File: config.mk
export PLATFORM = sky130hd
export DESIGN_NAME = dtl_timer
export DESIGN_NICKNAME = d
export VERILOG_FILES = /design/src/rtl/dtl_timer.v /design/src/rtl/dtl_prescaler.v /design/src/rtl/dtl_edge_sync.v
export VERILOG_INCLUDE_DIRS = /design/src /design/src/rtl
export SDC_FILE = /design/constraint.sdc
export NUM_CORES = 1
export LEC_CHECK = 0
export ABC_AREA = 1
export CAP_MARGIN = 20
export CORE_UTILIZATION = 25
export DETAILED_ROUTE_END_ITERATION = 7
export DONT_BUFFER_PORTS = 1
export GPL_TIMING_DRIVEN = 0
export PLACE_DENSITY = 0.39
export SKIP_LAST_GASP = 1
export SYNTH_ARGS = -nofsm -noshare
export SYNTH_HDL_FRONTEND = slang
export SYNTH_HIERARCHICAL = 1
export SYNTH_SLANG_ARGS = --single-unit
File: constraint.sdc
create_clock -name pclk -period 4.08 [get_ports pclk]
set_input_delay 0.204 -clock pclk [delete_from_list [all_inputs] [get_ports pclk]]
set_output_delay 0.204 -clock pclk [all_outputs]
set_load 0.01 [all_outputs]
File: src/rtl/dtl_defines.vh
// Register map, field positions, reset values and counts of the dual timebase lite timer.
// Assumes a 32-bit APB slave in which each 8-bit register sits in the low byte of one word.
`ifndef DTL_DEFINES_VH
`define DTL_DEFINES_VH

// Register indices and their byte addresses, four times the index.
`define DTL_IDX_TB2_CSR       8'h0C
`define DTL_IDX_RELOAD        8'h0D
`define DTL_IDX_CNT2          8'h0E
`define DTL_IDX_TB1_CSR       8'h0F
`define DTL_IDX_CAPTURE       8'h10
`define DTL_ADDR_TB2_CSR      8'h30
`define DTL_ADDR_RELOAD       8'h34
`define DTL_ADDR_CNT2         8'h38
`define DTL_ADDR_TB1_CSR      8'h3C
`define DTL_ADDR_CAPTURE      8'h40

// Second control/status register fields.
`define DTL_TB2_IE_BIT        1
`define DTL_TB2_FLAG_BIT      0

// First control/status register fields.
`define DTL_CAP_IE_BIT        7
`define DTL_CAP_FLAG_BIT      6
`define DTL_PERIOD_DBL_BIT    5
`define DTL_TB1_IE_BIT        4
`define DTL_TB1_FLAG_BIT      3

// Reset values.
`define DTL_RST_BYTE          8'h00
`define DTL_RST_WORD          32'h0000_0000

// Counting: the oscillator divider and the last values of both counters.
`define DTL_OSC_DIV           32
`define DTL_CNT1_LAST         8'hF9
`define DTL_CNT2_LAST         8'hFF

`endif

File: src/rtl/dtl_timer.v
// Dual timebase lite timer: two 8-bit timebase counters, an 8-bit input capture,
// one shared interrupt request and five byte registers on an APB slave.
// Assumes pclk is the oscillator clock, and that halt_mode and irq_mask come
// synchronous from the power and interrupt controllers of the chip.
//
// Implementation choice: register access over APB.
`timescale 1ns/1ps
`include "dtl_defines.vh"

module dtl_timer #(
    parameter ADDR_W = 8
) (
    input  wire              pclk,
    input  wire              presetn,
    input  wire              psel,
    input  wire              penable,
    input  wire              pwrite,
    input  wire [ADDR_W-1:0] paddr,
    input  wire [31:0]       pwdata,
    output wire [31:0]       prdata,
    output wire              pready,
    output wire              pslverr,
    input  wire              halt_mode,
    input  wire              irq_mask,
    input  wire              capture_input_pin,
    output wire              irq
);

    // Control and status state.
    reg               second_tick_irq_enable_r;
    reg               second_tick_flag_r;
    reg  [7:0]        reload_bits_r;
    reg  [7:0]        count_bits_r;
    reg               capture_irq_enable_r;
    reg               capture_flag_r;
    reg               tick_period_double_r;
    reg               first_tick_irq_enable_r;
    reg               first_tick_flag_r;
    reg  [7:0]        capture_bits_r;
    reg  [7:0]        cnt1_r;
    reg               half_r;
    reg  [31:0]       prdata_r;
    reg               seen_second_tick_flag_r;
    reg               seen_first_tick_flag_r;
    reg               seen_icf_r;

    // Next values.
    reg               second_tick_flag_nxt;
    reg               first_tick_flag_nxt;
    reg               capture_flag_nxt;
    reg  [7:0]        capture_bits_nxt;
    reg  [7:0]        count_bits_nxt;
    reg  [7:0]        cnt1_nxt;
    reg               half_nxt;
    reg  [31:0]       prdata_nxt;

    wire              osc_tick;
    wire              cap_edge;
    wire              setup_ph;
    wire              access_ph;
    wire              mapped;
    wire              wr_en;
    wire              rd_en;
    wire              sel_tb2_csr;
    wire              sel_reload;
    wire              sel_cnt2;
    wire              sel_tb1_csr;
    wire              sel_capture;
    wire              cnt1_wrap;
    wire              cnt2_wrap;
    wire              tb1_event;
    wire [7:0]        tb2_csr_view;
    wire [7:0]        tb1_csr_view;

    // Compares the bus address against a register's byte address.
    function hit;
        input [ADDR_W-1:0] a;
        input [7:0]        reg_addr;
        begin
            hit = (a == reg_addr[ADDR_W-1:0]);
        end
    endfunction

    // Places an 8-bit register in the low byte of a bus word.
    function [31:0] word_of;
        input [7:0] b;
        begin
            word_of = {24'h00_0000, b};
        end
    endfunction

    dtl_prescaler #(
        .DIV (`DTL_OSC_DIV)
    ) u_prescaler (
        .pclk    (pclk),
        .presetn (presetn),
        .run     (!halt_mode),
        .tick    (osc_tick)
    );

    dtl_edge_sync u_edge_sync (
        .pclk       (pclk),
        .presetn    (presetn),
        .pin        (capture_input_pin),
        .edge_pulse (cap_edge)
    );

    // The slave answers with no wait state: every access phase completes.
    assign setup_ph    = psel && !penable;
    assign access_ph   = psel && penable;
    assign pready      = 1'b1;
    assign prdata      = prdata_r;

    assign sel_tb2_csr = hit(paddr, `DTL_ADDR_TB2_CSR);
    assign sel_reload  = hit(paddr, `DTL_ADDR_RELOAD);
    assign sel_cnt2    = hit(paddr, `DTL_ADDR_CNT2);
    assign sel_tb1_csr = hit(paddr, `DTL_ADDR_TB1_CSR);
    assign sel_capture = hit(paddr, `DTL_ADDR_CAPTURE);
    assign mapped      = sel_tb2_csr | sel_reload | sel_cnt2 | sel_tb1_csr | sel_capture;

    assign pslverr     = access_ph && !mapped;
    assign wr_en       = access_ph && pwrite && mapped;
    assign rd_en       = access_ph && !pwrite && mapped;

    assign tb2_csr_view = {6'b00_0000, second_tick_irq_enable_r, second_tick_flag_r};
    assign tb1_csr_view = {capture_irq_enable_r, capture_flag_r, tick_period_double_r,
                           first_tick_irq_enable_r, first_tick_flag_r, 3'b000};

    assign cnt1_wrap = osc_tick && (cnt1_r == `DTL_CNT1_LAST);
    // doubled period on every second wrap
    assign tb1_event = cnt1_wrap && (!tick_period_double_r || half_r);
    assign cnt2_wrap = osc_tick && (count_bits_r == `DTL_CNT2_LAST);

    assign irq = !irq_mask && ((second_tick_flag_r && second_tick_irq_enable_r) ||
                               (first_tick_flag_r && first_tick_irq_enable_r) ||
                               (capture_flag_r && capture_irq_enable_r));

    // Read data is built in the setup phase, so it stands from a flip-flop
    // for the whole access phase.
    always @*
    begin
        prdata_nxt = prdata_r;
        if (setup_ph)
        begin
            if (pwrite)
            begin
                prdata_nxt = `DTL_RST_WORD;
            end
            else if (sel_tb2_csr)
            begin
                prdata_nxt = word_of(tb2_csr_view);
            end
            else if (sel_reload)
            begin
                prdata_nxt = word_of(reload_bits_r);
            end
            else if (sel_cnt2)
            begin
                prdata_nxt = word_of(count_bits_r);
            end
            else if (sel_tb1_csr)
            begin
                prdata_nxt = word_of(tb1_csr_view);
            end
            else if (sel_capture)
            begin
                prdata_nxt = word_of(capture_bits_r);
            end
            else
            begin
                prdata_nxt = `DTL_RST_WORD;
            end
        end
    end

    // Counters and the capture path.
    always @*
    begin
        cnt1_nxt         = cnt1_r;
        half_nxt         = half_r;
        count_bits_nxt   = count_bits_r;
        capture_bits_nxt = capture_bits_r;
        if (osc_tick)
        begin
            if (cnt1_wrap)
            begin
                cnt1_nxt = 8'h00;
                half_nxt = !half_r;
            end
            else
            begin
                cnt1_nxt = cnt1_r + 8'h01;
            end
            if (cnt2_wrap)
            begin
                count_bits_nxt = reload_bits_r;
            end
            else
            begin
                count_bits_nxt = count_bits_r + 8'h01;
            end
        end
        // latch counter 1 on either edge while the capture flag is clear
        if (cap_edge && !capture_flag_r)
        begin
            capture_bits_nxt = cnt1_r;
        end
    end

    // Flags: a read clears only a flag that was set in the read's setup phase,
    // and a new timebase event in the clearing cycle keeps its flag set; a capture edge then is lost.
    always @*
    begin
        second_tick_flag_nxt = cnt2_wrap ||
            (second_tick_flag_r && !(rd_en && sel_tb2_csr && seen_second_tick_flag_r));
        first_tick_flag_nxt = tb1_event ||
            (first_tick_flag_r && !(rd_en && sel_tb1_csr && seen_first_tick_flag_r));
        // set on capture, capture read clears
        capture_flag_nxt = (cap_edge && !capture_flag_r) ||
            (capture_flag_r && !(rd_en && sel_capture && seen_icf_r));
    end

    always @(posedge pclk or negedge presetn)
    begin
        if (!presetn)
        begin
            second_tick_flag_r <= 1'b0;
            first_tick_flag_r  <= 1'b0;
            // The flag is cleared here although software may not rely on it.
            capture_flag_r     <= 1'b0;
            capture_bits_r     <= `DTL_RST_BYTE;
            cnt1_r             <= `DTL_RST_BYTE;
            half_r             <= 1'b0;
            count_bits_r       <= `DTL_RST_BYTE;
            prdata_r           <= `DTL_RST_WORD;
            seen_second_tick_flag_r        <= 1'b0;
            seen_first_tick_flag_r        <= 1'b0;
            seen_icf_r         <= 1'b0;
        end
        else
        begin
            second_tick_flag_r <= second_tick_flag_nxt;
            first_tick_flag_r  <= first_tick_flag_nxt;
            capture_flag_r     <= capture_flag_nxt;
            capture_bits_r     <= capture_bits_nxt;
            cnt1_r             <= cnt1_nxt;
            half_r             <= half_nxt;
            count_bits_r       <= count_bits_nxt;
            prdata_r           <= prdata_nxt;
            if (setup_ph)
            begin
                seen_second_tick_flag_r <= second_tick_flag_r;
                seen_first_tick_flag_r <= first_tick_flag_r;
                seen_icf_r  <= capture_flag_r;
            end
        end
    end

    // Software-written control bits; flag and count bits ignore writes.
    always @(posedge pclk or negedge presetn)
    begin
        if (!presetn)
        begin
            second_tick_irq_enable_r <= 1'b0;
            reload_bits_r            <= `DTL_RST_BYTE;
            capture_irq_enable_r     <= 1'b0;
            tick_period_double_r     <= 1'b0;
            first_tick_irq_enable_r  <= 1'b0;
        end
        else if (wr_en)
        begin
            if (sel_tb2_csr)
            begin
                second_tick_irq_enable_r <= pwdata[`DTL_TB2_IE_BIT];
            end
            if (sel_reload)
            begin
                reload_bits_r <= pwdata[7:0];
            end
            if (sel_tb1_csr)
            begin
                capture_irq_enable_r    <= pwdata[`DTL_CAP_IE_BIT];
                tick_period_double_r    <= pwdata[`DTL_PERIOD_DBL_BIT];
                first_tick_irq_enable_r <= pwdata[`DTL_TB1_IE_BIT];
            end
        end
    end

endmodule // dtl_timer

File: src/rtl/dtl_prescaler.v
// Divider that turns the oscillator clock into a one-cycle tick every DIV cycles.
// Assumes pclk is the oscillator clock; run low freezes the divider where it stands.
`timescale 1ns/1ps
`include "dtl_defines.vh"

module dtl_prescaler #(
    parameter DIV = `DTL_OSC_DIV
) (
    input  wire       pclk,
    input  wire       presetn,
    input  wire       run,
    output wire       tick
);

    // The divider is five bits wide, so only the low bits of DIV - 1 are kept.
    localparam [31:0] LAST_FULL = DIV - 1;
    localparam [4:0]  LAST      = LAST_FULL[4:0];

    reg  [4:0]        div_r;

    assign tick = run && (div_r == LAST);

    always @(posedge pclk or negedge presetn)
    begin
        if (!presetn)
        begin
            div_r <= 5'h00;
        end
        else if (run)
        begin
            if (div_r == LAST)
            begin
                div_r <= 5'h00;
            end
            else
            begin
                div_r <= div_r + 5'h01;
            end
        end
    end

endmodule // dtl_prescaler

File: src/rtl/dtl_edge_sync.v
// Two-stage synchroniser and both-edge detector for the capture input pin.
// Assumes the pin is asynchronous; edge pulses come two cycles after the pin moves.
`timescale 1ns/1ps

module dtl_edge_sync (
    input  wire       pclk,
    input  wire       presetn,
    input  wire       pin,
    output wire       edge_pulse
);

    reg               sync1_r;
    reg               sync2_r;
    reg               prev_r;
    reg  [2:0]        primed_r;

    // Edges are held off until the history is filled, so a pin that is high
    // at reset does not look like a rising edge.
    assign edge_pulse = primed_r[2] && (sync2_r != prev_r);

    always @(posedge pclk or negedge presetn)
    begin
        if (!presetn)
        begin
            sync1_r  <= 1'b0;
            sync2_r  <= 1'b0;
            prev_r   <= 1'b0;
            primed_r <= 3'b000;
        end
        else
        begin
            sync1_r  <= pin;
            sync2_r  <= sync1_r;
            prev_r   <= sync2_r;
            primed_r <= {primed_r[1:0], 1'b1};
        end
    end

endmodule // dtl_edge_sync

# Yosys cells after proc, flatten, opt, wreduce, memory -nomap -nowiden
# Index checks and enable logic that the tools add are counted.
# word_totals
inputBits	48
reg_bits	86
word_cells	93
# classes
bitwise_logic	4
n_eq_ne	9
addsub	3
reduce_logical	47
mux	9
# ops
operator	count
$mux W8	8
$eq A8 B6 Y1 const B	4
$logic_and A1 B1 Y1	26
$add A8 B1 Y8 const B	2
$eq A8 B8 Y1 const B	2
$logic_not A1 Y1	11
$eq A8 B7 Y1 const B	1
$reduce_and A2 Y1	4
$logic_or A1 B1 Y1	6
$add A5 B1 Y5 const B	1
$eq A5 B5 Y1 const B	1
$mux W5	1
$or A1 B1 Y1	4
$ne A1 B1 Y1	1

# Longest topological paths before layout
# Gate-level depths: netlist (run 1).
# logic_depth
ltp_word	11
depth_mapped	12
depth_no_buf	12

# Hierarchy
# The synthesis (run 1) kept the hierarchy.
# by_module_without_submodules
module	area_per_inst_um2	cells_each	n_inst
dtl_timer	3119.2	411	1
dtl_prescaler	275.3	27	1
dtl_edge_sync	168.9	11	1

# Least setup slack after synthesis (run 1)
# Ideal clock, no wire load.
# synth_path
path_type	reg2reg
from	register u_prescaler.div_r[0]
to	register count_bits_r[4]
n_path_buf	1
period_less_slack_ns	1.912
arrival_ns	1.778
path_slack_ns	2.168
path_stages_with_launch	13
cell_sequence	dfrtp_1 > ha_1 > and3_1 > ha_1 > nand2_1 > inv_1 > inv_2 > nor2_1 > nand3_1 > buf_2 > nor2_1 > o21ai_0 > o21ai_0
# synth_between
elab_chain_len	4
# synth_rtl
item	line_no	source
from (decl)	dtl_prescaler.v:19	reg [4:0] div_r;
from (signal assigned)	dtl_prescaler.v:37	div_r <= div_r + 5'h01;
$eq A5 B5 Y1 *	dtl_prescaler.v:21	assign tick = run && (div_r == LAST);
$logic_and A1 B1 Y1 *	dtl_prescaler.v:21	
net osc_tick	dtl_timer.v:57	wire osc_tick;
$logic_and A1 B1 Y1	dtl_timer.v:132	assign cnt2_wrap = osc_tick && (count_bits_r == `DTL_CNT2_LAST);
$mux W8	dtl_timer.v:194	if (cnt2_wrap)
to (signal assigned)	dtl_timer.v:234	count_bits_r <= `DTL_RST_BYTE;
to (signal assigned)	dtl_timer.v:248	count_bits_r <= count_bits_nxt;
to (decl)	dtl_timer.v:33	reg [7:0] count_bits_r;
# The timed path passes the listed nets; every way through them passes the cells marked *.
# A chain may end at the register's enable or synchronous reset.

# Final worst setup path (run 1)
# Same ends and word-level chain as after synthesis.

==> summary.txt, run 1 <==
Outcome
  • Status: completed

Yosys
  • Post-Syn Instances: 449
  • Yosys Warn Count: 6
  • Register area share after synthesis: 43.54%
  • Dominant cell type by area after synthesis: dfrtp_1
  • Number of enable flip-flop cells after synthesis: 0
  • Synth Flop Type: dfrtp_1
  • Post-synth top cells: nand2_1, dfrtp_1, inv_1
  • Syn_area_per_cell: 7.936 sq um
  • Asr flop ratio synth: 100.0%
  • Seq cells post-synth: 62
  • Cell variety after synth: 35
  • Top cells by area, synth: dfrtp_1, nand2_1, nand3_1, inv_1, buf_4
  • Top cell type's share of synthesized area: 43.54%
  • Mapped cell area: 3563 sq um
  • Most frequent cell after synthesis: nand2_1

Routing
  • 1st-iter DRT viols: between 150 and 200
  • Routed WL: 8872 um
  • Via count: 2851
  • DRT Pass-1 Iters: 4
  • Remaining routing DRC violations: 0
  • Post-DRT Antenna Nets: 0
  • Routed vias/inst: between 4 and 5
  • Wire length per cell: about 13 um

Layout
  • Diodes inserted: 0
  • Final #Nets: 545
  • Area delta synth->final: 19.31%
  • Design Area, Final: between 4000 and 5000 sq um
  • Share of layout cells above drive strength 1: between 10% and 20%
  • Util after Layout: roughly 30%
  • Non-filler instance count after layout: 677
  • Filler cells: 1543

Clock tree
  • Hold_buf cts: 9
  • Clock Latency Late Sink: roughly 340 ps
  • H-tree depth: 3
  • TritonCTS clock tree: done
  • CTS Buf Count: 9
  • Post-CTS setup buffer count: 0
  • Clk sinks: between 60 and 70
  • Max clock buf depth: 2
  • Root buffer cell: clkbuf_16
  • Post_cts resized: 0
  • Clock transition at path regs: 50 ps

Worst setup path
  • CP Max Fanout: 10
  • Setup crit start: u_prescaler/div_r[0]
  • Worst Setup Start Kind: flip-flop
  • Crit Reg-Reg Startpoint: u_prescaler/div_r[0]
  • Reg2reg end: count_bits_r[4]
  • Critical Path RT: 4280 ps
  • Critical path type: reg2reg
  • Critical path endpoint category: flip-flop
  • Setup slack, reg-to-reg: ~1800 ps
  • CP arrival: 2480 ps
  • R2r worst-path depth: 12

Global route
  • Initial antenna violation count: 0
  • Total Routing Usage GR: about an eighth
  • Grt total ovfl: 0
  • Number of global-route vias before repair: 2719
  • Largest net degree at the start of global routing: 63
  • First-pass GRT wire length: between 10000 and 15000 um

Worst hold path
  • Min-delay src: pwdata[5]
  • Hold Path Stages: 2
  • Hold-critical path endpoint: reload_bits_r[5]
  • Hold crit path type: in2reg

Power
  • Worst IR drop on VDD: approximately 0.00016 V
  • Total power divided by cell area: 414.4 nW/um^2
  • P_leak: roughly 0.0022 uW
  • Total power: 1762 uW

Placed design
  • Buffers added on ports: 0
  • Placed Instances: approximately 650
  • Dpl cell area: 3875 sq um
  • Post-DP HPWL: 6712 um
  • Routability-driven placement congestion ratio: between 0.8 and 0.9

STA
  • Fmax: 438.9 MHz
  • Number of hold violations in the final report: 0
  • Period minus WS final: 2279 ps
  • Setup violators final: 0
  • RSZ-0062 raised after global routing: false
  • Max Slew Vio Count: 0
  • TNS Setup: 0 ps
  • Clk_skew: 8.895 ps
  • Period utilisation layout: 55.85%

Floorplanning
  • Initial core utilization: approximately a quarter
  • Die Y: 121.4 um
  • I/O pin cnt: 83
  • Die X: 121.4 um
  • FP Rows: 43
  • Die area: around 15000 sq um
  • Core area: 13880 sq um

Flow run
  • Max cap viols: 0
[cell type report]
class	count	area [sq um]	area share [%]
Sequential cell	62	1551	36.49
Inverter	60	229.0	5.386
Clock inverter	4	22.52	0.5297
Buffer	35	257.7	6.062
Clock buffer	12	246.5	5.798
Multi-Input combinational cell	315	1612	37.90
Tap cell	180	225.2	5.297
Timing Repair Buffer	9	107.6	2.531
[cell families (layout without fill, tap and decap cells)]
kind of cell,Yosys count,in the layout,synth area share [%]
AOI/OAI and AO/OA,56,56,9.165
other,3,26,0.3160
buffers and inverters,95,120,13.66
muxes,2,2,0.8427
xor gates and xnor gates,6,6,1.475
DFF,62,62,43.54
adders and majority gates,5,5,1.756
and+or+nand+nor,220,220,29.25
[cell usage in the layout (no fill, tap or decap), types with 5 or more instances in the layout]
cell type,n
nand2_1,113
dfrtp_1,62
inv_1,57
nand3_1,45
o21ai_0,29
nor2_1,27
conb_1,26
buf_4,25
a21oi_1,9
clkbuf_16,9
o21ai_2,8
dlygate4sd3_1,8
nor3_1,7
clkbuf_1,6
nand4_1,6
nor2_2,5
o21ai_1,5
ha_1,5
[critical path, cell delays in order, from the launching register on]
cell,delay (ps)
dfrtp_1,410
ha_1,240
and3_1,180
ha_1,170
nand2_1,130
inv_1,170
inv_2,130
nor2_1,60
nand3_1,90
buf_2,210
nor2_1,90
o21ai_0,150
o21ai_0,100
[through the flow]
step	hold WS (ps)	setup WS (ps)
floorplan	-91.59	2168
global placement	-87.11	1769
detailed placement	-86.98	1774
CTS	2.619	1765
global route	23.13	1581
finish	12.62	1801
[layer usage]
layer,vias up,part of all wire [%],track usage (%)
li1,1472,-,-
met1,1304,47,17.21
met2,62,46,20.74
met3,13,5.5,3.618
met4,0,1.7,5.787
met5,-,0,0
[power by group]
group | internal (uW) | total (uW) | switching (uW) | leakage, uW
combinational | 124 | 300 | 177 | 0.00124
clock | 424 | 698 | 274 | 0.000132
sequential | 690 | 763 | 72.9 | 0.000797
[how the worst max path moves through the flow]
stage                            endpoint  cells after the start
final                     count_bits_r[4]                     12
after global routing      count_bits_r[4]                     12
after CTS                 count_bits_r[4]                     12
after detailed placement  count_bits_r[4]                     12
after global placement    count_bits_r[4]                     12
after floorplan           count_bits_r[4]                     12
[flip-flops by register name, summed over array words and instances, names as in the netlist, 3 cells and up]
signal                count
capture_bits_r            8
cnt1_r                    8
count_bits_r              8
prdata                    8
reload_bits_r             8
u_prescaler/div_r         5
u_edge_sync/primed_r      3
Note: power is estimated with default switching activity, not from simulation.
==> run 2, diff against run 1 <==
==> constraint.sdc (replaced) <==
create_clock -name pclk -period 2.1 [get_ports pclk]
set_input_delay 0.105 -clock pclk [delete_from_list [all_inputs] [get_ports pclk]]
set_output_delay 0.105 -clock pclk [all_outputs]
set_load 0.01 [all_outputs]
==> run 2 against run 1 <==
  * Via count increased by 1.6%
  * Critical path depth is the same
  * Clock-buffer cell count unchanged
  * Critical path type unchanged
  * Largest cell class unchanged
==> summary.txt, run 2 (synthesized netlist as in run 1, its figures left out) <==
Outcome
  • Status: completed

Worst hold path
  • Hold Path Stages: 4
  • Hold crit path type: in2reg

STA
  • Period minus WS final: 1986 ps
  • RSZ-0062 raised after global routing: true
  • Number of hold violations in the final report: 0
  • Max Slew Vio Count: 0
  • Setup violators final: 0
  • Fmax: between 500 and 600 MHz
  • Clk_skew: approximately 9 ps
  • Setup ws final: 114.4 ps
  • Period utilisation layout: around 95%

Worst setup path
  • Buf/Inv on CP: 3
  • Cell family with most CP delay: simple AND/OR/NAND/NOR gates
  • Critical Path RT: 2300 ps
  • Critical path type: reg2reg
  • Setup slack, reg-to-reg: 110 ps
  • Worst Setup Start Kind: flip-flop
  • Max incr delay on CP: 390 ps
  • Slowest-stage cell, CP: dfrtp_1
  • Cell count along the critical path: 12
  • CP arrival: approximately 2200 ps
  • Critical path endpoint category: flip-flop
  • CP Max Fanout: 7
  • Worst path cell trace: ha_1 -> and3_1 -> ha_1 -> nand2_2 -> clkinv_4 -> inv_2 -> nor2_1 -> nand3_2 -> buf_6 -> nor2_1 -> o21ai_1 -> o21ai_0
  • R2r worst-path depth: 12

Floorplanning
  • Die Y: 121.4 um
  • FP Rows: between 40 and 50
  • Die X: 121.4 um
  • I/O pin cnt: 83
  • Core area: 13880 sq um
  • Initial core utilization: 25.67%
  • Die area: 14740 sq um

Routing
  • Remaining routing DRC violations: 0
  • DRT Pass-1 Iters: 4
  • 1st-iter DRT viols: ~150
  • Routed WL: about 9000 um
  • Routed vias/inst: 4.217
  • Wire length per cell: 13.11 um
  • Post-DRT Antenna Nets: 0
  • Via count: 2897

Power
  • P_leak: 0.002209 uW
  • Total power divided by cell area: about 800 nW/um^2
  • Worst IR drop on VDD: 0.0003112 V

Placed design
  • Routability-driven placement congestion ratio: 0.8039
  • DP Worst Slack: -206.2 ps
  • Post-DP HPWL: 6712 um
  • Buffers added on ports: 0

Clock tree
  • Clock transition at path regs: 60 ps
  • H-tree depth: 3
  • CTS Buf Count: 9
  • Clk sinks: between 60 and 70
  • TritonCTS clock tree: done
  • Max clock buf depth: 2
  • Clock Latency Late Sink: 340 ps
  • Root buffer cell: clkbuf_16

Layout
  • Storage cell area: about 1600 sq um
  • Most frequent cells in the layout: nand2_1, dfrtp_1, inv_1, nand3_1, buf_4
  • Area delta synth->final: 22.37%
  • Share of layout cells above drive strength 1: 17.55%
  • Most common cell after layout, fill and taps aside: nand2_1
  • Filler cells: 1535
  • Util after Layout: 31.41%
  • Diodes inserted: 0
  • Final #Nets: 555
  • Footprint of the multi-input gates: 1624 sq um

Global route
  • Largest net degree at the start of global routing: 63
  • First-pass GRT wire length: about 14000 um
  • Number of global-route vias before repair: 2719
  • Total Routing Usage GR: 13.33%
  • Grt total ovfl: 0
  • Initial antenna violation count: 0

Flow run
  • Max cap viols: 0
## run 2: final cells by class
type                    count  area share [%]
repair buffers             19           4.419
plain buffers              35           6.055
clock buffers              12           5.653
multi-input cells         315           37.25
well taps                 180           5.165
inverters                  60           5.366
clock inverters             4          0.5165
flip-flops and latches     62           35.58
## run 2: worst reg2reg max path: cells and delay by family, from the launching register on
kind	cells	cell delay, ps
buf+inv	3	320
simple gates	5	530
fa+ha+maj	2	410
flops	1	390
compound gates	2	210
## run 2: final timing paths
check | start | end
worst max-delay path | u_prescaler/div_r[0] | count_bits_r[4]
worst min-delay path | psel | prdata[2]
worst max register to register | u_prescaler/div_r[0] | count_bits_r[4]
worst min register to register | u_edge_sync/primed_r[0] | u_edge_sync/primed_r[1]
max in group asynchronous | presetn | prdata[6]
min in group asynchronous | presetn | capture_bits_r[0]
## run 2: timing repair
item                                    4_1_cts  5_1_grt
endpoints found under the hold margin        76        0
cloned                                        0        1
buffers inserted                              0        4
endpoints found under the setup margin       15       14
resized for setup                             4        5
pin swaps                                     0        1
hold buffers                                 14        0
## run 2: power breakdown
group / internal, uW / switching, uW / total [uW]
clock network: 824 / 532 / 1360
logic: 260 / 355 / 614
registers: 1340 / 140 / 1480
total: 2420 / 1030 / 3450
## run 2: layer usage
layer,up-vias,track usage [%],share of wire [%]
met2,62,20.74,46
met1,1334,17.27,47
met5,-,0,0
met4,0,5.787,1.7
li1,1488,-,-
met3,13,3.524,5.0
## run 2: stage by stage
stage	std cells	hold WS [ps]	cell area [sq um]	setup TNS [ps]	total power [uW]
after global routing	687	60.49	4360	-47.40	3677
after detailed placement	652	-186.0	3875	-1030	2049
after global placement	652	-186.1	3875	-1103	2040
after CTS	682	17.41	4310	0	3492
after floorplan	472	-190.6	3650	0	1918
final	687	31.55	4360	0	3450
